### config.mk
export PLATFORM = sky130hd
export DESIGN_NAME = xie_exec
export DESIGN_NICKNAME = d
export VERILOG_FILES = /design/src/rtl/xie_pkg.sv /design/src/rtl/xie_alu.sv /design/src/rtl/xie_table_addr.sv /design/src/rtl/xie_exec.sv
export VERILOG_INCLUDE_DIRS = /design/src /design/src/rtl
export SDC_FILE = /design/constraint.sdc
export NUM_CORES = 1
export LEC_CHECK = 0
export BUFFER_PORTS_ARGS = -buffer_cell sky130_fd_sc_hd__buf_4
export CORE_UTILIZATION = 45
export DETAILED_ROUTE_END_ITERATION = 6
export GPL_TIMING_DRIVEN = 0
export PLACE_DENSITY = 0.69
export SYNTH_ARGS = -nofsm -noshare
export SYNTH_HDL_FRONTEND = slang
export SYNTH_SLANG_ARGS = --single-unit
### constraint.sdc
create_clock -name clock -period 4.75 [get_ports clock]
set_input_delay 0.7125 -clock clock [delete_from_list [all_inputs] [get_ports clock]]
set_output_delay 0.7125 -clock clock [all_outputs]
set_load 0.01 [all_outputs]
### src/rtl/xie_params.svh
/*
  Constants for the extended instruction execute block: field widths,
  reset values and the cycle counts of a skipping instruction.
  Assumes inclusion by bare name from the design files.
*/
`ifndef XIE_PARAMS_SVH
`define XIE_PARAMS_SVH
`define XIE_DATA_W 8
`define XIE_ADDR_W 16
`define XIE_PADDR_W 16
`define XIE_ACC_RST 8'h00
`define XIE_LATCH_HI_RST 8'h00
`define XIE_PTR_LO_RST 8'h00
`define XIE_PTR_HI_RST 8'h00
`define XIE_ALL_ONES 8'hff
`define XIE_LAST_PAGE 8'hff
`define XIE_SKIP_CYCLES 3
`define XIE_FLAG_C 0
`define XIE_FLAG_AUX 1
`define XIE_FLAG_Z 2
`define XIE_FLAG_OVF 3
`define XIE_FLAG_SGN 4
`define XIE_FLAG_CMPZ 5
`define XIE_FLAGS_RST 6'h00
`endif

### src/rtl/xie_pkg.sv
/*
  Types for the extended instruction execute block: operation codes,
  flag bundle and the instruction request carrier.
  Assumes the core decoder has already mapped opcodes onto xie_op_t.
*/
package xie_pkg;
  typedef enum logic [4:0] {
    XIE_NOP, XIE_ROT_R_MEM, XIE_ROT_R_ACC, XIE_ROT_RC_MEM, XIE_ROT_RC_ACC,
    XIE_SUBB_ACC, XIE_SUBB_MEM, XIE_SUB_ACC, XIE_SUB_MEM,
    XIE_DEC_SKZ_MEM, XIE_DEC_SKZ_ACC, XIE_INC_SKZ_MEM, XIE_INC_SKZ_ACC,
    XIE_SET_BYTE, XIE_SET_BIT, XIE_SKIP_BIT_SET, XIE_SKIP_BIT_CLR,
    XIE_SKIP_NZ, XIE_SKIP_Z, XIE_COPY_SKZ, XIE_SWAP_MEM, XIE_SWAP_ACC,
    XIE_TRD_PAGE, XIE_TRD_LAST, XIE_TRD_PAGE_INC, XIE_TRD_LAST_INC,
    XIE_XOR_ACC, XIE_XOR_MEM
  } xie_op_t;

  typedef struct packed {
    logic compare_zero_flag;
    logic signed_compare_flag;
    logic overflow_flag;
    logic zero_flag;
    logic aux_carry_flag;
    logic carry_flag;
  } xie_flags_t;

  typedef struct packed {
    xie_op_t op;
    logic [15:0] addr;
    logic [2:0] bit_sel;
  } xie_req_t;
endpackage : xie_pkg

### src/rtl/xie_alu.sv
/*
  Combinational arithmetic and logic core of the extended execute block.
  Assumes stable operands: registered values from the sequencer and mem from the data memory read data.
*/
`timescale 1ns/10ps
`include "xie_params.svh"
module xie_alu (
  input wire xie_pkg::xie_op_t op,
  input wire logic [7:0] acc,
  input wire logic [7:0] mem,
  input wire logic [2:0] bit_sel,
  input wire xie_pkg::xie_flags_t flags_in,
  output logic [7:0] result,
  output xie_pkg::xie_flags_t flags_out,
  output logic skip
);
  logic [8:0] diff;
  logic [4:0] low_diff;
  logic borrow_in;

  // Result, flags and skip condition per operation.
  always_comb begin
    result = mem;
    flags_out = flags_in;
    skip = 1'b0;
    borrow_in = 1'b0;
    if (op == xie_pkg::XIE_SUBB_ACC || op == xie_pkg::XIE_SUBB_MEM) begin
      borrow_in = ~flags_in.carry_flag;
    end
    diff = {1'b0, acc} - {1'b0, mem} - {8'h00, borrow_in};
    low_diff = {1'b0, acc[3:0]} - {1'b0, mem[3:0]} - {4'h0, borrow_in};
    case (op)
      xie_pkg::XIE_ROT_R_MEM, xie_pkg::XIE_ROT_R_ACC: begin
        result = {mem[0], mem[7:1]};
      end
      xie_pkg::XIE_ROT_RC_MEM, xie_pkg::XIE_ROT_RC_ACC: begin
        result = {flags_in.carry_flag, mem[7:1]};
        flags_out.carry_flag = mem[0];
      end
      xie_pkg::XIE_SUBB_ACC, xie_pkg::XIE_SUBB_MEM,
      xie_pkg::XIE_SUB_ACC, xie_pkg::XIE_SUB_MEM: begin
        result = diff[7:0];
        flags_out.carry_flag = ~diff[8];
        flags_out.aux_carry_flag = ~low_diff[4];
        flags_out.zero_flag = (diff[7:0] == 8'h00);
        flags_out.overflow_flag = (acc[7] ^ mem[7]) & (acc[7] ^ diff[7]);
        flags_out.signed_compare_flag = diff[7] ^ flags_out.overflow_flag;
        flags_out.compare_zero_flag = (diff[7:0] == 8'h00);
      end
      xie_pkg::XIE_DEC_SKZ_MEM, xie_pkg::XIE_DEC_SKZ_ACC: begin
        result = mem - 8'h01;
        skip = (result == 8'h00);
      end
      xie_pkg::XIE_INC_SKZ_MEM, xie_pkg::XIE_INC_SKZ_ACC: begin
        result = mem + 8'h01;
        skip = (result == 8'h00);
      end
      xie_pkg::XIE_SET_BYTE: begin
        result = `XIE_ALL_ONES;
      end
      xie_pkg::XIE_SET_BIT: begin
        result = mem | (8'h01 << bit_sel);
      end
      xie_pkg::XIE_SKIP_BIT_SET: skip = mem[bit_sel];
      xie_pkg::XIE_SKIP_BIT_CLR: skip = ~mem[bit_sel];
      xie_pkg::XIE_SKIP_NZ: skip = (mem != 8'h00);
      xie_pkg::XIE_SKIP_Z: skip = (mem == 8'h00);
      xie_pkg::XIE_COPY_SKZ: skip = (mem == 8'h00);
      xie_pkg::XIE_SWAP_MEM, xie_pkg::XIE_SWAP_ACC: begin
        result = {mem[3:0], mem[7:4]};
      end
      xie_pkg::XIE_XOR_ACC, xie_pkg::XIE_XOR_MEM: begin
        result = acc ^ mem;
        flags_out.zero_flag = (result == 8'h00);
      end
      default: begin
        result = mem;
      end
    endcase
  end
endmodule : xie_alu

### src/rtl/xie_table_addr.sv
/*
  Table read address former: picks the page and the optionally
  pre-incremented low pointer for program memory table reads.
  Assumes the program memory answers one cycle after an address is given.
*/
`timescale 1ns/10ps
`include "xie_params.svh"
module xie_table_addr (
  input wire logic last_page,
  input wire logic pre_inc,
  input wire logic [7:0] ptr_low,
  input wire logic [7:0] ptr_high,
  output logic [7:0] ptr_low_new,
  output logic [15:0] prog_addr
);
  // The low pointer wraps inside its page; the high pointer never carries.
  always_comb begin
    ptr_low_new = pre_inc ? ptr_low + 8'h01 : ptr_low;
    prog_addr = {last_page ? `XIE_LAST_PAGE : ptr_high, ptr_low_new};
  end
endmodule : xie_table_addr

### src/rtl/xie_exec.sv
/*
  Extended instruction execute sequencer: reads the operand at a full
  data address, runs the operation, writes memory or accumulator, updates
  flags and the table latch, and swallows the next instruction on a skip.
  Assumes synchronous data and program memories with one cycle of read
  latency, and a core that holds the request until done is pulsed.
*/
`timescale 1ns/10ps
`include "xie_params.svh"
module xie_exec (
  input wire logic clock,
  input wire logic reset,
  input wire logic req_valid,
  input wire xie_pkg::xie_req_t req,
  input wire logic [7:0] mem_rdata,
  input wire logic [15:0] prog_rdata,
  output logic done,
  output logic skip_taken,
  output logic mem_re,
  output logic mem_we,
  output logic [15:0] mem_addr,
  output logic [7:0] mem_wdata,
  output logic prog_re,
  output logic [15:0] prog_addr,
  output logic [7:0] acc,
  output xie_pkg::xie_flags_t flags,
  output logic [7:0] table_high_latch,
  output logic [7:0] table_pointer_low,
  output logic [7:0] table_pointer_high,
  input wire logic tp_low_we,
  input wire logic tp_high_we,
  input wire logic [7:0] tp_wdata,
  input wire logic acc_we,
  input wire logic [7:0] acc_wdata
);
  typedef enum logic [2:0] {
    XIE_IDLE, XIE_READ, XIE_EXEC, XIE_TREAD, XIE_TWRITE, XIE_DUMMY, XIE_DONE
  } xie_state_t;

  xie_state_t state_reg, state_next;
  xie_pkg::xie_req_t cur_reg, cur_next;
  logic [7:0] acc_reg, acc_next;
  xie_pkg::xie_flags_t flags_reg, flags_next;
  logic [7:0] latch_hi_reg, latch_hi_next;
  logic [7:0] ptr_lo_reg, ptr_lo_next;
  logic [7:0] ptr_hi_reg, ptr_hi_next;
  logic done_reg, done_next;
  logic skip_reg, skip_next;
  logic mem_re_reg, mem_re_next;
  logic mem_we_reg, mem_we_next;
  logic [15:0] mem_addr_reg, mem_addr_next;
  logic [7:0] mem_wdata_reg, mem_wdata_next;
  logic prog_re_reg, prog_re_next;
  logic [15:0] prog_addr_reg, prog_addr_next;
  logic [7:0] alu_result;
  xie_pkg::xie_flags_t alu_flags;
  logic alu_skip;
  logic [7:0] tp_low_new;
  logic [15:0] tp_addr;
  logic is_table, is_last, is_inc, to_acc, to_mem;

  xie_alu u_alu (
    .op(cur_reg.op),
    .acc(acc_reg),
    .mem(mem_rdata),
    .bit_sel(cur_reg.bit_sel),
    .flags_in(flags_reg),
    .result(alu_result),
    .flags_out(alu_flags),
    .skip(alu_skip)
  );

  xie_table_addr u_taddr (
    .last_page(is_last),
    .pre_inc(is_inc),
    .ptr_low(ptr_lo_reg),
    .ptr_high(ptr_hi_reg),
    .ptr_low_new(tp_low_new),
    .prog_addr(tp_addr)
  );

  // Operation class decode of the latched request.
  always_comb begin
    is_table = cur_reg.op inside {xie_pkg::XIE_TRD_PAGE, xie_pkg::XIE_TRD_LAST,
                                  xie_pkg::XIE_TRD_PAGE_INC, xie_pkg::XIE_TRD_LAST_INC};
    is_last = cur_reg.op inside {xie_pkg::XIE_TRD_LAST, xie_pkg::XIE_TRD_LAST_INC};
    is_inc = cur_reg.op inside {xie_pkg::XIE_TRD_PAGE_INC, xie_pkg::XIE_TRD_LAST_INC};
    to_acc = cur_reg.op inside {xie_pkg::XIE_ROT_R_ACC, xie_pkg::XIE_ROT_RC_ACC,
                                xie_pkg::XIE_SUBB_ACC, xie_pkg::XIE_SUB_ACC,
                                xie_pkg::XIE_DEC_SKZ_ACC, xie_pkg::XIE_INC_SKZ_ACC,
                                xie_pkg::XIE_COPY_SKZ, xie_pkg::XIE_SWAP_ACC,
                                xie_pkg::XIE_XOR_ACC};
    // Skip-on-bit tests leave memory alone; XIE_SKIP_NZ and XIE_SKIP_Z rewrite it, XIE_COPY_SKZ writes the accumulator.
    to_mem = !to_acc && !is_table &&
             !(cur_reg.op inside {xie_pkg::XIE_NOP, xie_pkg::XIE_SKIP_BIT_SET,
                                  xie_pkg::XIE_SKIP_BIT_CLR});
  end

  // Sequencer next state: read, then either execute with optional dummy or table read and write, then done.
  always_comb begin
    state_next = state_reg;
    cur_next = cur_reg;
    acc_next = acc_reg;
    flags_next = flags_reg;
    latch_hi_next = latch_hi_reg;
    ptr_lo_next = ptr_lo_reg;
    ptr_hi_next = ptr_hi_reg;
    done_next = 1'b0;
    skip_next = skip_reg;
    mem_re_next = 1'b0;
    mem_we_next = 1'b0;
    mem_addr_next = mem_addr_reg;
    mem_wdata_next = mem_wdata_reg;
    prog_re_next = 1'b0;
    prog_addr_next = prog_addr_reg;
    if (tp_low_we) begin
      ptr_lo_next = tp_wdata;
    end
    if (tp_high_we) begin
      ptr_hi_next = tp_wdata;
    end
    if (acc_we) begin
      acc_next = acc_wdata;
    end
    case (state_reg)
      XIE_IDLE: begin
        if (req_valid) begin
          cur_next = req;
          skip_next = 1'b0;
          // A request arriving while a skip is pending is swallowed whole.
          if (skip_reg) begin
            cur_next.op = xie_pkg::XIE_NOP;
          end
          mem_addr_next = req.addr;
          mem_re_next = !skip_reg;
          state_next = skip_reg ? XIE_DONE : XIE_READ;
        end
      end
      XIE_READ: begin
        state_next = XIE_EXEC;
        if (is_table) begin
          ptr_lo_next = tp_low_new;
          prog_addr_next = tp_addr;
          prog_re_next = 1'b1;
          state_next = XIE_TREAD;
        end
      end
      XIE_EXEC: begin
        flags_next = alu_flags;
        if (to_acc) begin
          acc_next = alu_result;
        end
        mem_we_next = to_mem;
        mem_wdata_next = alu_result;
        skip_next = alu_skip;
        state_next = alu_skip ? XIE_DUMMY : XIE_DONE;
      end
      XIE_TREAD: begin
        state_next = XIE_TWRITE;
      end
      XIE_TWRITE: begin
        mem_wdata_next = prog_rdata[7:0];
        latch_hi_next = prog_rdata[15:8];
        mem_we_next = 1'b1;
        state_next = XIE_DONE;
      end
      XIE_DUMMY: begin
        state_next = XIE_DONE;
      end
      XIE_DONE: begin
        done_next = 1'b1;
        state_next = XIE_IDLE;
      end
      default: begin
        state_next = XIE_IDLE;
      end
    endcase
  end

  // All state and every output register; reset gives a quiet idle block.
  always_ff @(posedge clock) begin
    if (reset) begin
      state_reg <= XIE_IDLE;
      cur_reg <= '0;
      acc_reg <= `XIE_ACC_RST;
      flags_reg <= `XIE_FLAGS_RST;
      latch_hi_reg <= `XIE_LATCH_HI_RST;
      ptr_lo_reg <= `XIE_PTR_LO_RST;
      ptr_hi_reg <= `XIE_PTR_HI_RST;
      done_reg <= 1'b0;
      skip_reg <= 1'b0;
      mem_re_reg <= 1'b0;
      mem_we_reg <= 1'b0;
      mem_addr_reg <= 16'h0000;
      mem_wdata_reg <= 8'h00;
      prog_re_reg <= 1'b0;
      prog_addr_reg <= 16'h0000;
    end else begin
      state_reg <= state_next;
      cur_reg <= cur_next;
      acc_reg <= acc_next;
      flags_reg <= flags_next;
      latch_hi_reg <= latch_hi_next;
      ptr_lo_reg <= ptr_lo_next;
      ptr_hi_reg <= ptr_hi_next;
      done_reg <= done_next;
      skip_reg <= skip_next;
      mem_re_reg <= mem_re_next;
      mem_we_reg <= mem_we_next;
      mem_addr_reg <= mem_addr_next;
      mem_wdata_reg <= mem_wdata_next;
      prog_re_reg <= prog_re_next;
      prog_addr_reg <= prog_addr_next;
    end
  end

  assign done = done_reg;
  assign skip_taken = skip_reg;
  assign mem_re = mem_re_reg;
  assign mem_we = mem_we_reg;
  assign mem_addr = mem_addr_reg;
  assign mem_wdata = mem_wdata_reg;
  assign prog_re = prog_re_reg;
  assign prog_addr = prog_addr_reg;
  assign acc = acc_reg;
  assign flags = flags_reg;
  assign table_high_latch = latch_hi_reg;
  assign table_pointer_low = ptr_lo_reg;
  assign table_pointer_high = ptr_hi_reg;
endmodule : xie_exec

Word-level counts from Yosys, hierarchy flattened
Index checks and enable logic that the tools add are counted.
{"block": "op_classes", "order_cmp": 1, "n_shift": 1, "eq_ne": 34, "reduce_logical": 41, "bitwise_logic": 13, "add_sub_neg": 7, "n_mux": 27, "mul": 0, "div_mod_pow": 0}
{"cell": "$pmux 8 s9", "count": 1}
{"cell": "$mux 8", "count": 8}
{"cell": "$eq 5x5->1 const B", "count": 12}
{"cell": "$eq 5x4->1 const B", "count": 8}
{"cell": "$logic_not 8->1", "count": 5}
{"cell": "$eq 5x3->1 const B", "count": 4}
{"cell": "$reduce_or 2->1", "count": 9}
{"cell": "$add 8x1->8 const B", "count": 2}
{"cell": "$pmux 8 s2", "count": 1}
{"cell": "$pmux 3 s5", "count": 1}
{"cell": "$reduce_and 2->1", "count": 6}
{"cell": "$reduce_bool 2->1", "count": 6}
{"cell": "$eq 5x2->1 const B", "count": 2}
{"cell": "$eq 3x3->1 const B", "count": 3}
{"cell": "$reduce_bool 9->1", "count": 1}
{"cell": "$sub 8x8->9", "count": 1}
{"cell": "$sub 9x1->9", "count": 1}
{"cell": "$or 8x8->8", "count": 1}
{"cell": "$pmux 1 s2", "count": 4}
{"cell": "$reduce_bool 8->1", "count": 1}
{"cell": "$shl 1x3->8 const A", "count": 1}
{"cell": "$sub 8x1->8 const B", "count": 1}
{"cell": "$xor 8x8->8", "count": 1}
{"cell": "$not 1->1", "count": 7}
{"cell": "24 further kinds", "count": 37}
{"block": "word_totals", "reg_bits": 94, "mem_bits_ro": 0, "input_bits": 70, "output_inout_bits": 83, "mem_count": 0, "latch_bits": 0, "ramBits": 0}

Depth between registers and ports, before layout
{"block": "logic_depth", "depth_word": 7, "ltp_mapped": 13, "ltp_nobuf": 11}

Hierarchy
Synthesis repeated with hierarchy kept, for this count alone.
{"block": "unflattened", "hier_cells": 770, "area_unflattened_um2": 6138.4}
{"mod": "xie_exec", "area_each_um2": 3769.9, "instances": 1, "cells_per_inst": 429}
{"mod": "xie_alu", "area_each_um2": 2120.8, "instances": 1, "cells_per_inst": 307}
{"mod": "xie_table_addr", "area_each_um2": 247.7, "instances": 1, "cells_per_inst": 34}

Least setup slack after synthesis
Ideal clock, no wire load.
{"block": "synth_timing", "kind": "reg-to-reg", "from": "register cur_reg[23] in the netlist's numbering", "to": "register flags_reg, in the netlist flags[2]", "t_arrival_ps": 3486, "stages_incl_launch_ff": 13, "required_time_ps": 4654, "setup_time_ps": 96, "setup_slack_ps": 1168, "synth_period_minus_slack_ps": 3582, "cell_sequence": "dfxtp_1 > buf_2 > buf_2 > clkbuf_1 > or4_1 > fa_1 > fa_1 > nand2b_2 > a2111oi_4 > nor2_2 > xor2_1 > or3_4 > o41ai_2"}
{"block": "synth_via", "elab_chain_len": 6, "elab_cells_between_ends": 15}
{"element": "from (decl)", "line_no": "xie_exec.sv:41", "rtl": "xie_pkg::xie_req_t cur_reg, cur_next;"}
{"element": "from (signal assigned)", "line_no": "xie_exec.sv:200", "rtl": "cur_reg <= cur_next;"}
{"element": "$eq 5x3->1", "line_no": "xie_alu.sv:27, xie_alu.sv:32"}
{"element": "$logic_or 1x1->1", "line_no": "xie_alu.sv:27", "rtl": "if (op == xie_pkg::XIE_SUBB_ACC || op == xie_pkg::XIE_SUBB_MEM) begin"}
{"element": "$mux 1", "line_no": "xie_alu.sv:27"}
{"element": "$sub 9x1->9", "line_no": "xie_alu.sv:30", "rtl": "diff = {1'b0, acc} - {1'b0, mem} - {8'h00, borrow_in};"}
{"element": "$logic_not 8->1", "line_no": "xie_alu.sv:45", "rtl": "flags_out.zero_flag = (diff[7:0] == 8'h00);"}
{"element": "$pmux 1 s2", "line_no": "xie_alu.sv:32", "rtl": "case (op)"}
{"element": "to (signal assigned)", "line_no": "xie_exec.sv:186", "rtl": "flags_reg <= `XIE_FLAGS_RST;"}
{"element": "to (signal assigned)", "line_no": "xie_exec.sv:202", "rtl": "flags_reg <= flags_next;"}
{"element": "to (decl)", "line_no": "xie_exec.sv:43", "rtl": "xie_pkg::xie_flags_t flags_reg, flags_next;"}
Parallel ways exist; a longest one is shown, timed or not.
A chain may end at the register's enable or synchronous reset.

Worst setup path after layout
{"block": "layout_timing", "from": "register cur_reg[23] in the netlist's numbering", "to": "register mem_wdata_reg[6], in the netlist mem_wdata[6]"}
{"block": "layout_via", "elab_chain_len": 6, "elab_cells_between_ends": 30}
{"element": "$eq 5x3->1", "line_no": "xie_alu.sv:27, xie_alu.sv:32"}
{"element": "$logic_or 1x1->1", "line_no": "xie_alu.sv:27"}
{"element": "$mux 1", "line_no": "xie_alu.sv:27"}
{"element": "$sub 9x1->9", "line_no": "xie_alu.sv:30"}
{"element": "$pmux 8 s9 (*)", "line_no": "xie_alu.sv:32"}
{"element": "$pmux 8 s2 (*)", "line_no": "xie_exec.sv:125", "rtl": "case (state_reg)"}
{"element": "to (signal assigned)", "line_no": "xie_exec.sv:211", "rtl": "mem_wdata_reg <= mem_wdata_next;"}
{"element": "to (decl)", "line_no": "xie_exec.sv:52", "rtl": "logic [7:0] mem_wdata_reg, mem_wdata_next;"}
Every way passes the cells marked *; elsewhere a longest branch is shown, timed or not.

==> out/metrics.yaml <==
clock_tree_from_tritoncts: "built"
rsz0062_at_grt: "no"
post_route_drc: 0
period_share_pct: 90.4
dp_hpwl_mm: 17.1
synth_adder_area_share_pct: 4.48
ys.flop_type: "sky130_fd_sc_hd__dfxtp_1"
start_kind: "flip-flop"
pin_count: 153
n_antenna_cell: 0
die_x_um: 119
layout_common_cells: "sky130_fd_sc_hd__buf_4, sky130_fd_sc_hd__nand2_1, sky130_fd_sc_hd__dfxtp_1"
cts.hold.buffers_added: 0
yosysWarnings: 0
gpl.final_weighted_congestion: 0.980
report.final.slew_viol_count: 0
route.detailed.wl_per_inst_um: 19.7
synth-compound-area-share_pct: 25.4
drtAntennaViolNets: 0
worst_slew_pin_slew_ns: 0.721
synth.ff_latch_count: 94
antenna_found_initial: 0
coreArea_mm2: 0.0133
post-route-min-period_ns: 4.29
cpPeakStageDelay_ns: 0.68
gr-usage-all-layers_pct: 31.4
number_of_rows_in_the_core_area: 42
area_growth_syn_to_fin_pct: 27.0
cts_num_sinks: 94
asyncSetResetFlopFracSynth_pct: 0
cp_cell_sequence: "buf_2 -> buf_2 -> clkbuf_1 -> or4_1 -> fa_1 -> fa_1 -> nand2b_2 -> a2111oi_4 -> nor2_2 -> xor2_1 -> a211oi_1 -> o32ai_1"
achievable_freq_mhz: 233
post_synth.cell_area_avg_um2: 7.89
htreeDepth: 3
peakVddDrop_mv: 0.312
cts.repair.resized: 0
synth_enable_flop_cells: 0
wl_mm: 22.3
largest_family_of_logic_cells_by_synthesized_area: "compound AO/OA/AOI/OAI gates"
cpLargestDelayFamily: "compound AO/OA/AOI/OAI gates"
clock_tree.buffer_depth: 2
synth.cell_area_mm2: 0.00620
max_cap_viol_count: 0
grt_max_degree: 18
initial_core_util_pct: 46.5
port_buffers: 151
final_setup_fails: 0
power_density_mw_per_mm2: 428
grt_pass1_vias: 6146
syn-num-nets: 877
power.static_leakage_uw: 0.00324
finClkSkew_ns: 0.00981
synth-seq-area-share_pct: 30.3
regToRegSetupSlack_ns: 0.46
cts_setup_buffers: 0
yosys.area.top_type: "sky130_fd_sc_hd__dfxtp_1"
final_layout_size_suffix_gt1_share_pct: 24.2
post_synthesis_share_of_cell_area_spent_on_and_or_nand_and_nor_gates_pct: 24.9
synthMuxAreaShare_pct: 4.14
layout.nets: 1039
critPathMaxFanout: 10
status: "complete, no violations"
clock_latency_ns: 0.35
buffering_stage_count_on_the_worst_path_with_inverters_included: 3
critPathRequiredTime_ns: 4.95
critical_path.endpoint_type: "flip-flop"
total_number_of_vias: 6677
synthTopCellsByArea: "sky130_fd_sc_hd__dfxtp_1, sky130_fd_sc_hd__nand2_1, sky130_fd_sc_hd__nor2_1"
clk_pin_slew_ns: 0.07
timing.setup.tns_ns: 0
synthDistinctLibCells: 96
proportion_of_netlist_area_held_by_the_largest_area_contributor_pct: 30.3
first_pass_grt_wire_length_mm: 34.7
final_util_pct: 59.0
fp.dieArea_mm2: 0.0143
drt_first_iter_violations: 635
synth_xor_xnor_area_share_pct: 3.81
cts_inserted_buffers: 9
dieHeight_um: 119
max_slew_margin_pct: 51.2
syn_inst: 786
worst_path_max_delay_cell: "sky130_fd_sc_hd__or4_1"
vias_per_cell: 5.91
setup.worst_path.class: "flip-flop to flip-flop"
final_common_cell: "sky130_fd_sc_hd__buf_4"
grt-ovfl-total: 0
data_arrival_time_at_the_worst_slack_endpoint_ns: 4.49
drt_pass1_iterations: 5
buffer_type_at_the_clock_tree_root: "sky130_fd_sc_hd__clkbuf_16"
timing.final.hold_violations: 0
holdCritPathClass: "flip-flop to flip-flop"
## worst paths after layout
| path | end | depth (start not counted) | startpoint |
|---|---|---|---|
| hold reg to reg | flags[4] | 2 | flags[4] |
| setup reg to reg | mem_wdata[6] | 12 | cur_reg[23] |
| setup / recovery | mem_wdata[6] | 12 | cur_reg[23] |
| hold / removal | flags[4] | 2 | flags[4] |
## power breakdown
group	switching (µW)	internal, µW	total (µW)
registers	88.8	904	993
logic	995	627	1620
clock network	325	431	755
total	1410	1960	3370
## cell usage after synthesis (7+ instances only)
cell,count
sky130_fd_sc_hd__o32ai_1,8
sky130_fd_sc_hd__a22o_1,9
sky130_fd_sc_hd__buf_4,7
sky130_fd_sc_hd__inv_1,29
sky130_fd_sc_hd__nor2b_1,8
sky130_fd_sc_hd__a221oi_1,8
sky130_fd_sc_hd__o22ai_1,8
sky130_fd_sc_hd__o21ai_0,22
sky130_fd_sc_hd__a211oi_1,19
sky130_fd_sc_hd__dfxtp_1,94
sky130_fd_sc_hd__a22oi_1,13
sky130_fd_sc_hd__a21oi_1,56
sky130_fd_sc_hd__nand2b_1,7
sky130_fd_sc_hd__nor2_1,79
sky130_fd_sc_hd__clkbuf_1,32
sky130_fd_sc_hd__buf_2,18
sky130_fd_sc_hd__nor3_1,34
sky130_fd_sc_hd__and3_1,7
sky130_fd_sc_hd__nor3b_1,7
sky130_fd_sc_hd__ha_1,19
sky130_fd_sc_hd__xor2_1,13
sky130_fd_sc_hd__nand2_1,99
sky130_fd_sc_hd__mux2i_1,20
sky130_fd_sc_hd__xnor2_1,14
sky130_fd_sc_hd__nand3_1,17
## layer usage
layer | track usage (%) | part of all wire, % | vias to the layer above
met1 | 41.9 | 42 | 3102
li1 | - | - | 3164
met2 | 49.0 | 45 | 349
met4 | 12.2 | 3.5 | 0
met3 | 7.14 | 9.3 | 62
met5 | 0 | 0 | -
## cell families after synthesis
family                   after synthesis
XOR/XNOR                              27
AND/OR/NAND/NOR                      309
flip-flops                            94
multiplexers                          24
buffers and inverters                 96
adder cells (fa/ha/maj)               21
AO/OA/AOI/OAI                        215
## cell type report
type / count / area, µm²
fillers: 1274 / 5470
repair buffers: 151 / 1130
clock inverters: 6 / 80.1
flip-flops and latches: 94 / 1880
well taps: 176 / 220
inverters: 30 / 113
multi-input cells: 596 / 3890
plain buffers: 66 / 319
clock buffers: 10 / 239
## metrics by stage
step           power (µW)  hold WS (ns)  instances  instance area [µm²]  setup WS, ns
5_1_grt              3550         0.481       1129                 7870         0.361
3_3_place_gp         2580         0.442       1113                 7550         0.575
4_1_cts              3340         0.455       1129                 7870         0.553
2_1_floorplan        2030         0.476        786                 6200          1.17
3_5_place_dp         2590         0.447       1113                 7550         0.577
6_report             3370         0.454       1129                 7870         0.456
## worst min-delay path, stage by stage (launching register included)
cell	delay, ns
sky130_fd_sc_hd__dfxtp_1	0.31
sky130_fd_sc_hd__nand2_1	0.05
sky130_fd_sc_hd__a21oi_1	0.05
Power figures use the tool's default switching activity.
